### config.mk
export PLATFORM = sky130hd
export DESIGN_NAME = dbm_top
export DESIGN_NICKNAME = d
export VERILOG_FILES = /design/src/dbm_pkg.sv /design/src/dbm_mux_if.sv /design/src/dbm_top.sv /design/src/dbm_addr_mux.sv
export VERILOG_INCLUDE_DIRS = /design/src
export SDC_FILE = /design/constraint.sdc
export NUM_CORES = 1
export LEC_CHECK = 0
export BUFFER_PORTS_ARGS = -buffer_cell sky130_fd_sc_hd__buf_2
export CAP_MARGIN = 25
export CORE_ASPECT_RATIO = 0.9
export CORE_MARGIN = 5
export CORE_UTILIZATION = 40
export DETAILED_ROUTE_END_ITERATION = 10
export PLACE_DENSITY = 0.61
export REMOVE_ABC_BUFFERS = 1
export SLEW_MARGIN = 0
export SYNTH_ARGS = -nofsm -noshare
export SYNTH_HDL_FRONTEND = slang
export SYNTH_SLANG_ARGS = --single-unit
### constraint.sdc
create_clock -name core_clk_i -period 4.9 [get_ports core_clk_i]
set_input_delay 0.245 -clock core_clk_i [delete_from_list [all_inputs] [get_ports core_clk_i]]
set_output_delay 0.245 -clock core_clk_i [all_outputs]
set_load 0.05 [all_outputs]
### src/dbm_cfg.svh
`ifndef DBM_CFG_SVH
`define DBM_CFG_SVH
`define DBM_CTRL_ADDR 32'h80000008
`define DBM_CONF_ADDR 32'h8000000c
`define DBM_MAP0_ADDR 32'h80000010
`define DBM_MAP1_ADDR 32'h80000014
`define DBM_MAP2_ADDR 32'h80000018
`define DBM_MAP3_ADDR 32'h8000001c
`define DBM_STAT_ADDR 32'h80000020
`define DBM_CTRL_RST 32'h000001ff
`define DBM_REFRESH_RST 9'h1ff
`define DBM_LM_BIT 28
`define DBM_VALID_BIT 31
`define DBM_WIN_HI 8'h50
`define DBM_DRAM_HI 8'h40
`define DBM_RESP_OK 2'h0
`define DBM_RESP_ERR 2'h2
`endif

### src/dbm_pkg.sv
package dbm_pkg;
  // kind of mapping miss trap raised
  typedef enum logic [1:0] {
    DBM_MISS_USER_INSTR,
    DBM_MISS_USER_DATA,
    DBM_MISS_SUP_INSTR,
    DBM_MISS_SUP_DATA
  } dbm_miss_t;
  // write channel progress
  typedef enum logic [1:0] {
    DBM_WR_COLLECT,
    DBM_WR_RESP
  } dbm_wr_t;
endpackage

### src/dbm_mux_if.sv
`timescale 1ns/1ps
`default_nettype none
interface dbm_mux_if;
  logic [31:0] phys; // physical access address
  logic wide32; // bank is 32 bits wide
  logic [13:0] row; // row value, index 0 is A1
  logic [13:0] col; // column value
  logic clk; // core clock, only for the pin checks
  modport src (output phys, output wide32, output clk, input row, input col);
  modport mux (input phys, input wide32, input clk, output row, output col);
endinterface
`default_nettype wire

### src/dbm_top.sv
// The AXI4-Lite register port was decided locally.
`timescale 1ns/1ps
`default_nettype none
`include "dbm_cfg.svh"
module dbm_top (
  input wire logic core_clk_i,
  input wire logic rst_b_i,
  // axi4-lite slave
  input wire logic [31:0] s_axi_awaddr,
  input wire logic s_axi_awvalid,
  output logic s_axi_awready,
  input wire logic [31:0] s_axi_wdata,
  input wire logic [3:0] s_axi_wstrb,
  input wire logic s_axi_wvalid,
  output logic s_axi_wready,
  output logic [1:0] s_axi_bresp,
  output logic s_axi_bvalid,
  input wire logic s_axi_bready,
  input wire logic [31:0] s_axi_araddr,
  input wire logic s_axi_arvalid,
  output logic s_axi_arready,
  output logic [31:0] s_axi_rdata,
  output logic [1:0] s_axi_rresp,
  output logic s_axi_rvalid,
  input wire logic s_axi_rready,
  // access from the core
  input wire logic acc_valid_i,
  input wire logic [31:0] acc_addr_i,
  input wire logic acc_dma_i,
  input wire logic acc_instr_i,
  input wire logic acc_super_i,
  // phase strobes from the timing logic
  input wire logic row_phase_i,
  input wire logic col_phase_i,
  // decoded results
  output logic res_valid_o,
  output logic [3:0] bank_sel_o,
  output logic [31:0] phys_addr_o,
  output logic map_miss_o,
  output dbm_pkg::dbm_miss_t miss_kind_o,
  output logic page_ok_o,
  output logic [8:0] refresh_interval_count_o,
  output logic [13:0] dram_addr_o
);
  // register state
  logic [31:0] ctrl_reg, ctrl_next; // control: page, width, mode, refresh
  logic [31:0] conf_reg, conf_next; // per-bank select and mask
  logic [31:0] map_reg [4]; // mapping slots, no reset
  logic [31:0] map_next [4];
  logic [3:0] map_we; // per-slot write enable
  // axi state
  dbm_pkg::dbm_wr_t wr_reg, wr_next;
  logic aw_got_reg, aw_got_next, w_got_reg, w_got_next;
  logic [31:0] awaddr_reg, awaddr_next, wdata_reg, wdata_next;
  logic [3:0] wstrb_reg, wstrb_next;
  logic awready_reg, awready_next, wready_reg, wready_next;
  logic bvalid_reg, bvalid_next;
  logic [1:0] bresp_reg, bresp_next;
  logic arready_reg, arready_next, rvalid_reg, rvalid_next;
  logic [31:0] rdata_reg, rdata_next;
  logic [1:0] rresp_reg, rresp_next;
  // access result state
  logic res_valid_reg, res_valid_next;
  logic [3:0] bank_reg, bank_next;
  logic [31:0] phys_reg, phys_next;
  logic miss_reg, miss_next;
  dbm_pkg::dbm_miss_t kind_reg, kind_next;
  logic page_reg, page_next;
  logic wide_reg, wide_next; // selected bank is 32 bits
  logic [13:0] pin_reg, pin_next;
  logic [1:0] slot_reg, slot_next; // slot used by last mapping
  logic [31:0] status_w;
  dbm_mux_if mx ();

  // byte-lane merge of a write
  function automatic logic [31:0] merge(input logic [31:0] old, input logic [31:0] d,
                                        input logic [3:0] s);
    logic [31:0] r;
    r = old;
    for (int b = 0; b < 4; b++) begin
      if (s[b]) begin
        r[8*b +: 8] = d[8*b +: 8];
      end
    end
    return r;
  endfunction

  // address known to the slave
  function automatic logic hit_map(input logic [31:0] a);
    return (a == `DBM_CTRL_ADDR) || (a == `DBM_CONF_ADDR) || (a == `DBM_MAP0_ADDR)
      || (a == `DBM_MAP1_ADDR) || (a == `DBM_MAP2_ADDR) || (a == `DBM_MAP3_ADDR)
      || (a == `DBM_STAT_ADDR);
  endfunction

  // bank decode: unmasked select bits against upper address bits
  function automatic logic bank_hit(input logic [7:0] f, input logic lm,
                                    input logic [31:0] a);
    logic [4:0] ad;
    logic [4:0] care;
    ad = lm ? a[25:21] : a[23:19];
    care = {2'h3, ~f[2], ~f[1], ~f[0]};
    return ((f[7:3] ^ ad) & care) == 5'h00;
  endfunction

  assign status_w = {24'h000000, miss_reg, wide_reg, slot_reg, bank_reg};

  // write channel: address and data taken in either order
  always_comb begin
    wr_next = wr_reg;
    aw_got_next = aw_got_reg;
    w_got_next = w_got_reg;
    awaddr_next = awaddr_reg;
    wdata_next = wdata_reg;
    wstrb_next = wstrb_reg;
    awready_next = awready_reg;
    wready_next = wready_reg;
    bvalid_next = bvalid_reg;
    bresp_next = bresp_reg;
    ctrl_next = ctrl_reg;
    conf_next = conf_reg;
    map_we = 4'h0;
    for (int k = 0; k < 4; k++) begin
      map_next[k] = merge(map_reg[k], wdata_reg, wstrb_reg);
    end
    case (wr_reg)
      dbm_pkg::DBM_WR_COLLECT: begin
        if (s_axi_awvalid && awready_reg) begin
          aw_got_next = 1'b1;
          awaddr_next = s_axi_awaddr;
          awready_next = 1'b0;
        end
        if (s_axi_wvalid && wready_reg) begin
          w_got_next = 1'b1;
          wdata_next = s_axi_wdata;
          wstrb_next = s_axi_wstrb;
          wready_next = 1'b0;
        end
        if (aw_got_reg && w_got_reg) begin
          // commit the word
          wr_next = dbm_pkg::DBM_WR_RESP;
          bvalid_next = 1'b1;
          bresp_next = hit_map(awaddr_reg) ? `DBM_RESP_OK : `DBM_RESP_ERR;
          if (awaddr_reg == `DBM_CTRL_ADDR) begin
            ctrl_next = merge(ctrl_reg, wdata_reg, wstrb_reg);
          end
          if (awaddr_reg == `DBM_CONF_ADDR) begin
            conf_next = merge(conf_reg, wdata_reg, wstrb_reg);
          end
          map_we = {awaddr_reg == `DBM_MAP3_ADDR, awaddr_reg == `DBM_MAP2_ADDR,
                    awaddr_reg == `DBM_MAP1_ADDR, awaddr_reg == `DBM_MAP0_ADDR};
        end
      end
      dbm_pkg::DBM_WR_RESP: begin
        if (s_axi_bready) begin
          // answer taken, reopen both channels
          wr_next = dbm_pkg::DBM_WR_COLLECT;
          bvalid_next = 1'b0;
          aw_got_next = 1'b0;
          w_got_next = 1'b0;
          awready_next = 1'b1;
          wready_next = 1'b1;
        end
      end
      default: wr_next = dbm_pkg::DBM_WR_COLLECT;
    endcase
  end

  // read channel: one cycle to data
  always_comb begin
    arready_next = arready_reg;
    rvalid_next = rvalid_reg;
    rdata_next = rdata_reg;
    rresp_next = rresp_reg;
    if (s_axi_arvalid && arready_reg) begin
      arready_next = 1'b0;
      rvalid_next = 1'b1;
      rresp_next = hit_map(s_axi_araddr) ? `DBM_RESP_OK : `DBM_RESP_ERR;
      case (s_axi_araddr)
        `DBM_CTRL_ADDR: rdata_next = ctrl_reg;
        `DBM_CONF_ADDR: rdata_next = conf_reg;
        `DBM_MAP0_ADDR: rdata_next = map_reg[0];
        `DBM_MAP1_ADDR: rdata_next = map_reg[1];
        `DBM_MAP2_ADDR: rdata_next = map_reg[2];
        `DBM_MAP3_ADDR: rdata_next = map_reg[3];
        `DBM_STAT_ADDR: rdata_next = status_w;
        default: rdata_next = 32'h00000000;
      endcase
    end else if (rvalid_reg && s_axi_rready) begin
      rvalid_next = 1'b0;
      arready_next = 1'b1;
    end
  end

  // access decode: mapping, bank select, page check
  always_comb begin
    logic [31:0] a;
    logic mapped;
    logic found;
    logic [3:0] hits;
    a = acc_addr_i;
    mapped = (acc_addr_i[31:24] == `DBM_WIN_HI) && !acc_dma_i;
    found = 1'b0;
    hits = 4'h0;
    slot_next = slot_reg;
    res_valid_next = acc_valid_i;
    bank_next = bank_reg;
    phys_next = phys_reg;
    miss_next = miss_reg;
    kind_next = kind_reg;
    page_next = 1'b0;
    wide_next = wide_reg;
    if (acc_valid_i) begin
      if (mapped) begin
        // lowest valid slot that matches wins
        for (int k = 3; k >= 0; k--) begin
          if (map_reg[k][`DBM_VALID_BIT] && (map_reg[k][23:16] == acc_addr_i[23:16])) begin
            found = 1'b1;
            slot_next = 2'(k);
            a = {`DBM_DRAM_HI, map_reg[k][7:0], acc_addr_i[15:0]};
          end
        end
      end
      for (int b = 0; b < 4; b++) begin
        hits[b] = bank_hit(conf_reg[31 - 8*b -: 8], ctrl_reg[`DBM_LM_BIT], a);
      end
      miss_next = mapped && !found;
      kind_next = dbm_pkg::dbm_miss_t'({acc_super_i, !acc_instr_i});
      bank_next = 4'h0;
      if (!(mapped && !found)) begin
        // lowest-numbered bank on overlap
        for (int b = 3; b >= 0; b--) begin
          if (hits[b]) begin
            bank_next = 4'h0;
            bank_next[b] = 1'b1;
            wide_next = !ctrl_reg[30 - 4*b];
          end
        end
      end
      phys_next = a;
      // page continues: same bank, page enabled, same 1-Kbyte block
      for (int b = 0; b < 4; b++) begin
        if (bank_next[b] && bank_reg[b] && ctrl_reg[31 - 4*b] && !miss_reg
            && (a[31:10] == phys_reg[31:10])) begin
          page_next = 1'b1;
        end
      end
    end
  end

  // pin drive follows the strobes, row first
  assign mx.phys = phys_reg;
  assign mx.wide32 = wide_reg;
  assign mx.clk = core_clk_i; // clocks the checks inside the mux
  always_comb begin
    pin_next = pin_reg;
    if (row_phase_i) begin
      pin_next = mx.row;
    end else if (col_phase_i) begin
      pin_next = mx.col;
    end
  end

  dbm_addr_mux u_mux (
    .m(mx)
  );

  // registers with reset
  always_ff @(posedge core_clk_i or negedge rst_b_i) begin
    if (!rst_b_i) begin
      wr_reg <= dbm_pkg::DBM_WR_COLLECT;
      aw_got_reg <= 1'b0;
      w_got_reg <= 1'b0;
      awaddr_reg <= 32'h00000000;
      wdata_reg <= 32'h00000000;
      wstrb_reg <= 4'h0;
      awready_reg <= 1'b1;
      wready_reg <= 1'b1;
      bvalid_reg <= 1'b0;
      bresp_reg <= `DBM_RESP_OK;
      arready_reg <= 1'b1;
      rvalid_reg <= 1'b0;
      rdata_reg <= 32'h00000000;
      rresp_reg <= `DBM_RESP_OK;
      ctrl_reg <= `DBM_CTRL_RST;
      conf_reg <= 32'h00000000;
      res_valid_reg <= 1'b0;
      bank_reg <= 4'h0;
      phys_reg <= 32'h00000000;
      miss_reg <= 1'b0;
      kind_reg <= dbm_pkg::DBM_MISS_USER_INSTR;
      page_reg <= 1'b0;
      wide_reg <= 1'b0;
      pin_reg <= 14'h0000;
      slot_reg <= 2'h0;
    end else begin
      wr_reg <= wr_next;
      aw_got_reg <= aw_got_next;
      w_got_reg <= w_got_next;
      awaddr_reg <= awaddr_next;
      wdata_reg <= wdata_next;
      wstrb_reg <= wstrb_next;
      awready_reg <= awready_next;
      wready_reg <= wready_next;
      bvalid_reg <= bvalid_next;
      bresp_reg <= bresp_next;
      arready_reg <= arready_next;
      rvalid_reg <= rvalid_next;
      rdata_reg <= rdata_next;
      rresp_reg <= rresp_next;
      ctrl_reg <= ctrl_next;
      conf_reg <= conf_next;
      res_valid_reg <= res_valid_next;
      bank_reg <= bank_next;
      phys_reg <= phys_next;
      miss_reg <= miss_next;
      kind_reg <= kind_next;
      page_reg <= page_next;
      wide_reg <= wide_next;
      pin_reg <= pin_next;
      slot_reg <= slot_next;
    end
  end

  // mapping slots keep their contents through reset
  always_ff @(posedge core_clk_i) begin
    for (int k = 0; k < 4; k++) begin
      if (map_we[k]) begin
        map_reg[k] <= map_next[k];
      end
    end
  end

  assign s_axi_awready = awready_reg;
  assign s_axi_wready = wready_reg;
  assign s_axi_bvalid = bvalid_reg;
  assign s_axi_bresp = bresp_reg;
  assign s_axi_arready = arready_reg;
  assign s_axi_rvalid = rvalid_reg;
  assign s_axi_rdata = rdata_reg;
  assign s_axi_rresp = rresp_reg;
  assign res_valid_o = res_valid_reg;
  assign bank_sel_o = bank_reg;
  assign phys_addr_o = phys_reg;
  assign map_miss_o = miss_reg;
  assign miss_kind_o = kind_reg;
  assign page_ok_o = page_reg;
  assign refresh_interval_count_o = ctrl_reg[8:0];
  assign dram_addr_o = pin_reg;
endmodule
`default_nettype wire

### src/dbm_addr_mux.sv
`timescale 1ns/1ps
`default_nettype none
module dbm_addr_mux (
  dbm_mux_if.mux m
);
  genvar i;
  // low nine pins: bit zero of the address never used
  generate
    for (i = 0; i < 9; i++) begin : g_low
      // 16-bit: A1..A9 row a10..a18, col a1..a9; 32-bit: A2..A10 row a11..a19
      assign m.row[i] = m.wide32 ? ((i == 0) ? 1'b0 : m.phys[10 + i]) : m.phys[10 + i];
      assign m.col[i] = m.wide32 ? ((i == 0) ? 1'b0 : m.phys[1 + i]) : m.phys[1 + i];
    end
  endgenerate
  // A10 only for 32-bit banks
  assign m.row[9] = m.wide32 ? m.phys[19] : 1'b0;
  assign m.col[9] = m.wide32 ? m.phys[10] : 1'b0;
  // odd upper pins for 16-bit, even for 32-bit
  assign m.row[10] = m.wide32 ? 1'b0 : m.phys[19];
  assign m.col[10] = m.wide32 ? 1'b0 : m.phys[20];
  assign m.row[11] = m.wide32 ? m.phys[20] : 1'b0;
  assign m.col[11] = m.wide32 ? m.phys[21] : 1'b0;
  assign m.row[12] = m.wide32 ? 1'b0 : m.phys[21];
  assign m.col[12] = m.wide32 ? 1'b0 : m.phys[22];
  assign m.row[13] = m.wide32 ? m.phys[22] : 1'b0;
  assign m.col[13] = m.wide32 ? m.phys[23] : 1'b0;
endmodule
`default_nettype wire

---- After elaboration in Yosys (flattened, before gate mapping) ----
Memories as Yosys holds them, arrays and structs flattened.
Index checks and enable logic that the tools add are counted.
word-level totals
  flip-flop bits (word level) ............. 235
  memory bits (writable) .................. 128
  output and inout port bits .............. 105
  word-level logic and storage cells ...... 258
  memories kept ........................... 1
cells by class
  equality and inequality tests ........... 25
  multiplexer cells ....................... 103
  bitwise gates (word level) .............. 21
  reduce and logical (&&, ||, !) cells .... 77
memory list
  name     words  bits a word  rd ports  clocked after Yosys merged registers in  write ports  RTL line       RTL
  map_reg  4      32           4         0                                        1            dbm_top.sv:48  logic [31:0] map_reg [4];
operators by type and width
  kind                                           number
  == test 32 bit, second input constant          14
  2-to-1 mux 32 bit                              9
  case mux 32 bit (7 select lines)               1
  2-to-1 mux 8 bit                               16
  OR reduction 32 bit                            3
  2-to-1 mux 1 bit                               49
  == test 8 bit                                  4
  2-to-1 mux 4 bit                               8
  AND reduction 4 bit                            8
  2-to-1 mux 14 bit                              2
  logical AND 1 bit                              27
  == test 22 bit                                 1
  2-to-1 mux 2 bit                               11
  AND 5 bit                                      4
  logical NOT 5 bit                              4
  XOR 5 bit                                      4
  AND reduction 3 bit                            5
  inverter 1 bit                                 13
  logical OR 1 bit                               12
  case mux 1 bit (2 select lines)                5
  == test 8 x 7 -> 1 bit, second input constant  1
  logical NOT 1 bit                              8
  inequality test 2 bit, second input constant   4
  AND reduction 2 bit                            4
  6 further kinds                                9

---- Depth between registers and ports, before layout ----
An unclocked memory read counts as a cell.
  depth after elaboration ................. 28
  gate-level depth with buffers ........... 14
  gate-level depth less buffers ........... 11

---- By module ----
Synthesis repeated with hierarchy kept, for this count alone.
unflattened totals
  cells, all modules ...................... 1305
  area total of the unflattened synthesis .. 16661.0 um2
by module, submodules not included
  module        instances  cells an instance  area each (um2)
  dbm_top       1          1276               16452.0
  dbm_addr_mux  1          29                 209.0

---- Worst setup path after synthesis ----
OpenSTA, ideal clock, no wires.
  path kind ............................... flip-flop to flip-flop
  start ................................... memory map_reg[0][23]
  end ..................................... register wide_reg, in the netlist mx.wide32
  library setup time ...................... 0.065 ns
  arrival ................................. 3.315 ns
  data required time ...................... 4.835 ns
  path slack .............................. 1.521 ns
  cell stages (with the launch flop) ...... 13
  path buffers ............................ 1
  clock period less this slack ............ 3.379 ns
  cell sequence ........................... edfxtp_1 -> xor2_2 -> nor4_4 -> and3_1 -> buf_6 -> a21oi_2 -> a221o_1 -> a22oi_2 -> mux2_4 -> a2111oi_4 -> mux2_1 -> o211ai_1 -> mux2_2
RTL lines
  item                  RTL line        RTL
  from (decl)           dbm_top.sv:48
  to (signal assigned)  dbm_top.sv:318  wide_reg <= wide_next;
  to (decl)             dbm_top.sv:69   logic wide_reg, wide_next;

==> impl_metrics.toml <==
[synthesis]
synth_seq_area_share_pct = 58.8
synth_seq_cells = 359
yosysMostFrequentCell = "dfrtp_1"
syn_avg_cell_area_um2 = 13.6
syn_area_um2 = 16400
synth_top_area_cell = "dfrtp_1"
synth.area.top_cells = "dfrtp_1, edfxtp_1, mux2_2, mux4_2, mux2i_1"
synth_cells = 1210
synth_cell_types = 87
synth_top_area_share_pct = 33.4
synth_commonest_cells = "dfrtp_1, mux2_2, edfxtp_1"
yosysWarningCount = 0
synth_edf_count = 128
async_flop_share_pct = 64.3
ys.flop_type = "dfrtp_1"

[power_and_ir_drop]
p_per_area_nw_per_um2 = 404
pwr-share-seq_pct = 50.3
leakagePower_nw = 8.51
pwr-share-clk_pct = 35.2
ir_drop_v = 0.000363
share_comb_of_total_power_pct = 14.5
netSwitchingFraction_pct = 28.1
power_switching_w = 0.00232
p_int_w = 0.00592

[layout]
multiInputGateArea_um2 = 6340
largest_register_ffs = 128
diodes = 0
fillers = 3552
register_area_um2 = 9640
final_nets = 1692
drive_gt1_share_pct = 35.3
syn2layout_area_growth_pct = 24.2

[critical_path]
critical_path_required_ns = 5.34
crit_arrival_ns = 4.76
crit_fanout = 17
end_kind = "register"
crit_chain = "xor2_2 -> nor4_4 -> and3_1 -> a211oi_1 -> a21oi_2 -> a22oi_2 -> xor2_1 -> o2111ai_1 -> nand2b_1 -> o31ai_1 -> mux2_2"
worstSetupStartpointType = "register"
slowest_delay_ns = 0.78
crit_slowest_cell = "and3_1"
crit_type = "register to register"

[floorplan]
io_pins = 250
die_area_um2 = 45200
die_x_um = 223
rows = 70
die_h_um = 202
start_util_pct = 40.4
coreArea_um2 = 40600

[detailed_routing]
wl_per_cell_um = 22.1
viasPerCell = 5.36
ant_nets = 0
drtPass1Iterations = 5
wirelength_um = 46800
drc = 0
vias = 11400
drt_iter0_markers = 721

[grt]
grt_max_degree = 69
grt_usage_pct = 20.4
grt_pass1_wl_um = 71700
antenna_found_initial = 0
overflow = 0
grt_pass1_vias = 11800

[cts]
tritoncts = "yes"
ctsResizeCount = 0
clock_sinks = 359
cts_buffers = 40
clk_path_buf_depth = 3
worst_skew_pair.late_latency_ns = 0.55
path_clk_slew_ns = 0.06
clockRootBuffer = "clkbuf_16"
cts_max_level = 2

[timing]
max-slew-margin-rel_pct = 38.5
fin_crit_ns = 4.32
fmax_ghz = 0.232
tightest_slew_ns = 0.919
tns_ns = 0
rsz0062_at_grt = "no"
slew_violations = 0
final-hold-violation-count = 0
finalCritPeriodShare_pct = 88.1
finalWorstSetupSlack_ns = 0.583
fin_worst_skew_ns = 0.0264
finalSetupViolCount = 0

[run]
cap_violations = 0

[placed_design]
gp_congestion = 0.906
place_ws_ns = 0.637
portBuffers = 247
dp_hpwl_um = 33300

[status]
status = "complete, no violations"

[min_path]
worstHoldPathType = "primary input to register"
stage by stage:
stage	instance area [um^2]	power, W	hold WS [ns]	util (%)	cells
after floorplan	16000	0.00477	-0.0506	-	1140
after global placement	18100	0.00526	0.239	44.6	1945
after detailed placement	18100	0.00532	0.237	44.6	1945
after CTS	20400	0.00831	0.000831	50.2	2119
after global routing	20400	0.00857	0.0256	50.2	2119
final	20400	0.00823	0.0191	50.2	2119
worst paths after layout:
check	start	to	slack (ns)	cells past startpoint
max	map_reg[0][23]$_DFFE_PP_	mx.wide32$_DFFE_PN0P_	0.58	11
min	acc_addr_i[28]	phys_addr_o[28]$_DFFE_PN0P_	0.02	3
max reg2reg	map_reg[0][23]$_DFFE_PP_	mx.wide32$_DFFE_PN0P_	0.58	11
min reg2reg	s_axi_rdata[26]$_DFFE_PN0P_	s_axi_rdata[26]$_DFFE_PN0P_	0.47	2
max in group asynchronous	rst_b_i	s_axi_rdata[9]$_DFFE_PN0P_	3.40	3
min in group asynchronous	rst_b_i	dram_addr_o[1]$_DFFE_PN0P_	0.24	2
cells by family (layout without fill, tap and decap cells):
kind of cell,count (synthesis),after routing,synth area share (%)
other,1,2,0.0229
xor gates and xnor gates,65,65,3.56
and+or+nand+nor,271,271,8.68
buffers and inverters,87,455,2.64
DFF,359,359,58.8
muxes,243,243,18.2
AOI/OAI and AO/OA,184,184,8.10
worst max-delay path: cells and delay by family, from the launching register on:
family          cells  cell delay (ns)
mux                 1             0.36
simple gates        3             1.39
flops               1             0.43
xor+xnor            2             0.40
compound gates      5             1.61
power groups by stage:
| stage | registers [W] | logic [W] | clock network [W] |
|---|---|---|---|
| 3_5_place_dp | 0.00420 | 0.00112 | 0 |
| 3_3_place_gp | 0.00416 | 0.00110 | 0 |
| 4_1_cts | 0.00414 | 0.00120 | 0.00297 |
| 6_report | 0.00414 | 0.00119 | 0.00290 |
| 2_1_floorplan | 0.00418 | 0.000596 | 0 |
| 5_1_grt | 0.00420 | 0.00129 | 0.00308 |
routing by layer:
layer	vias up	GRT usage (%)	routed length, um
met3	59	3.86	2770
met1	5727	27.7	20700
met4	0	5.03	901
met5	-	0	0
met2	376	34.0	22300
li1	5206	-	-
repair_timing:
action,in CTS,in global routing
hold buffers,100,0
buffers inserted,0,0
hold endpoints to repair,160,0
layout by cell type (no fill, tap or decap), types with 5 or more instances in the layout:
master / count
nand3b_1: 5
a222oi_1: 5
nand3_1: 15
dlygate4sd3_1: 100
or3_1: 5
dfstp_2: 12
mux2_2: 166
nand2_1: 72
mux2i_1: 47
clkbuf_16: 44
buf_4: 19
a21o_1: 7
clkbuf_1: 19
o211ai_1: 5
edfxtp_1: 128
xor2_1: 23
nor3_1: 12
mux4_2: 27
a21oi_1: 42
a22o_1: 7
a211oi_1: 9
nor4_1: 25
buf_2: 245
dfrtp_1: 219
inv_1: 15
nor2_1: 65
nand4_1: 12
o21ai_0: 56
nor2b_1: 10
xnor2_1: 40
and2_1: 12
final cells by class:
| class | instances | area share (%) |
|---|---|---|
| repair buffers | 365 | 11.7 |
| clock inverters | 7 | 0.221 |
| flip-flops and latches | 359 | 47.3 |
| clock buffers | 67 | 6.02 |
| inverters | 16 | 0.295 |
| multi-input cells | 765 | 31.1 |
| well taps | 540 | 3.32 |
Power figures use the tool's default switching activity.
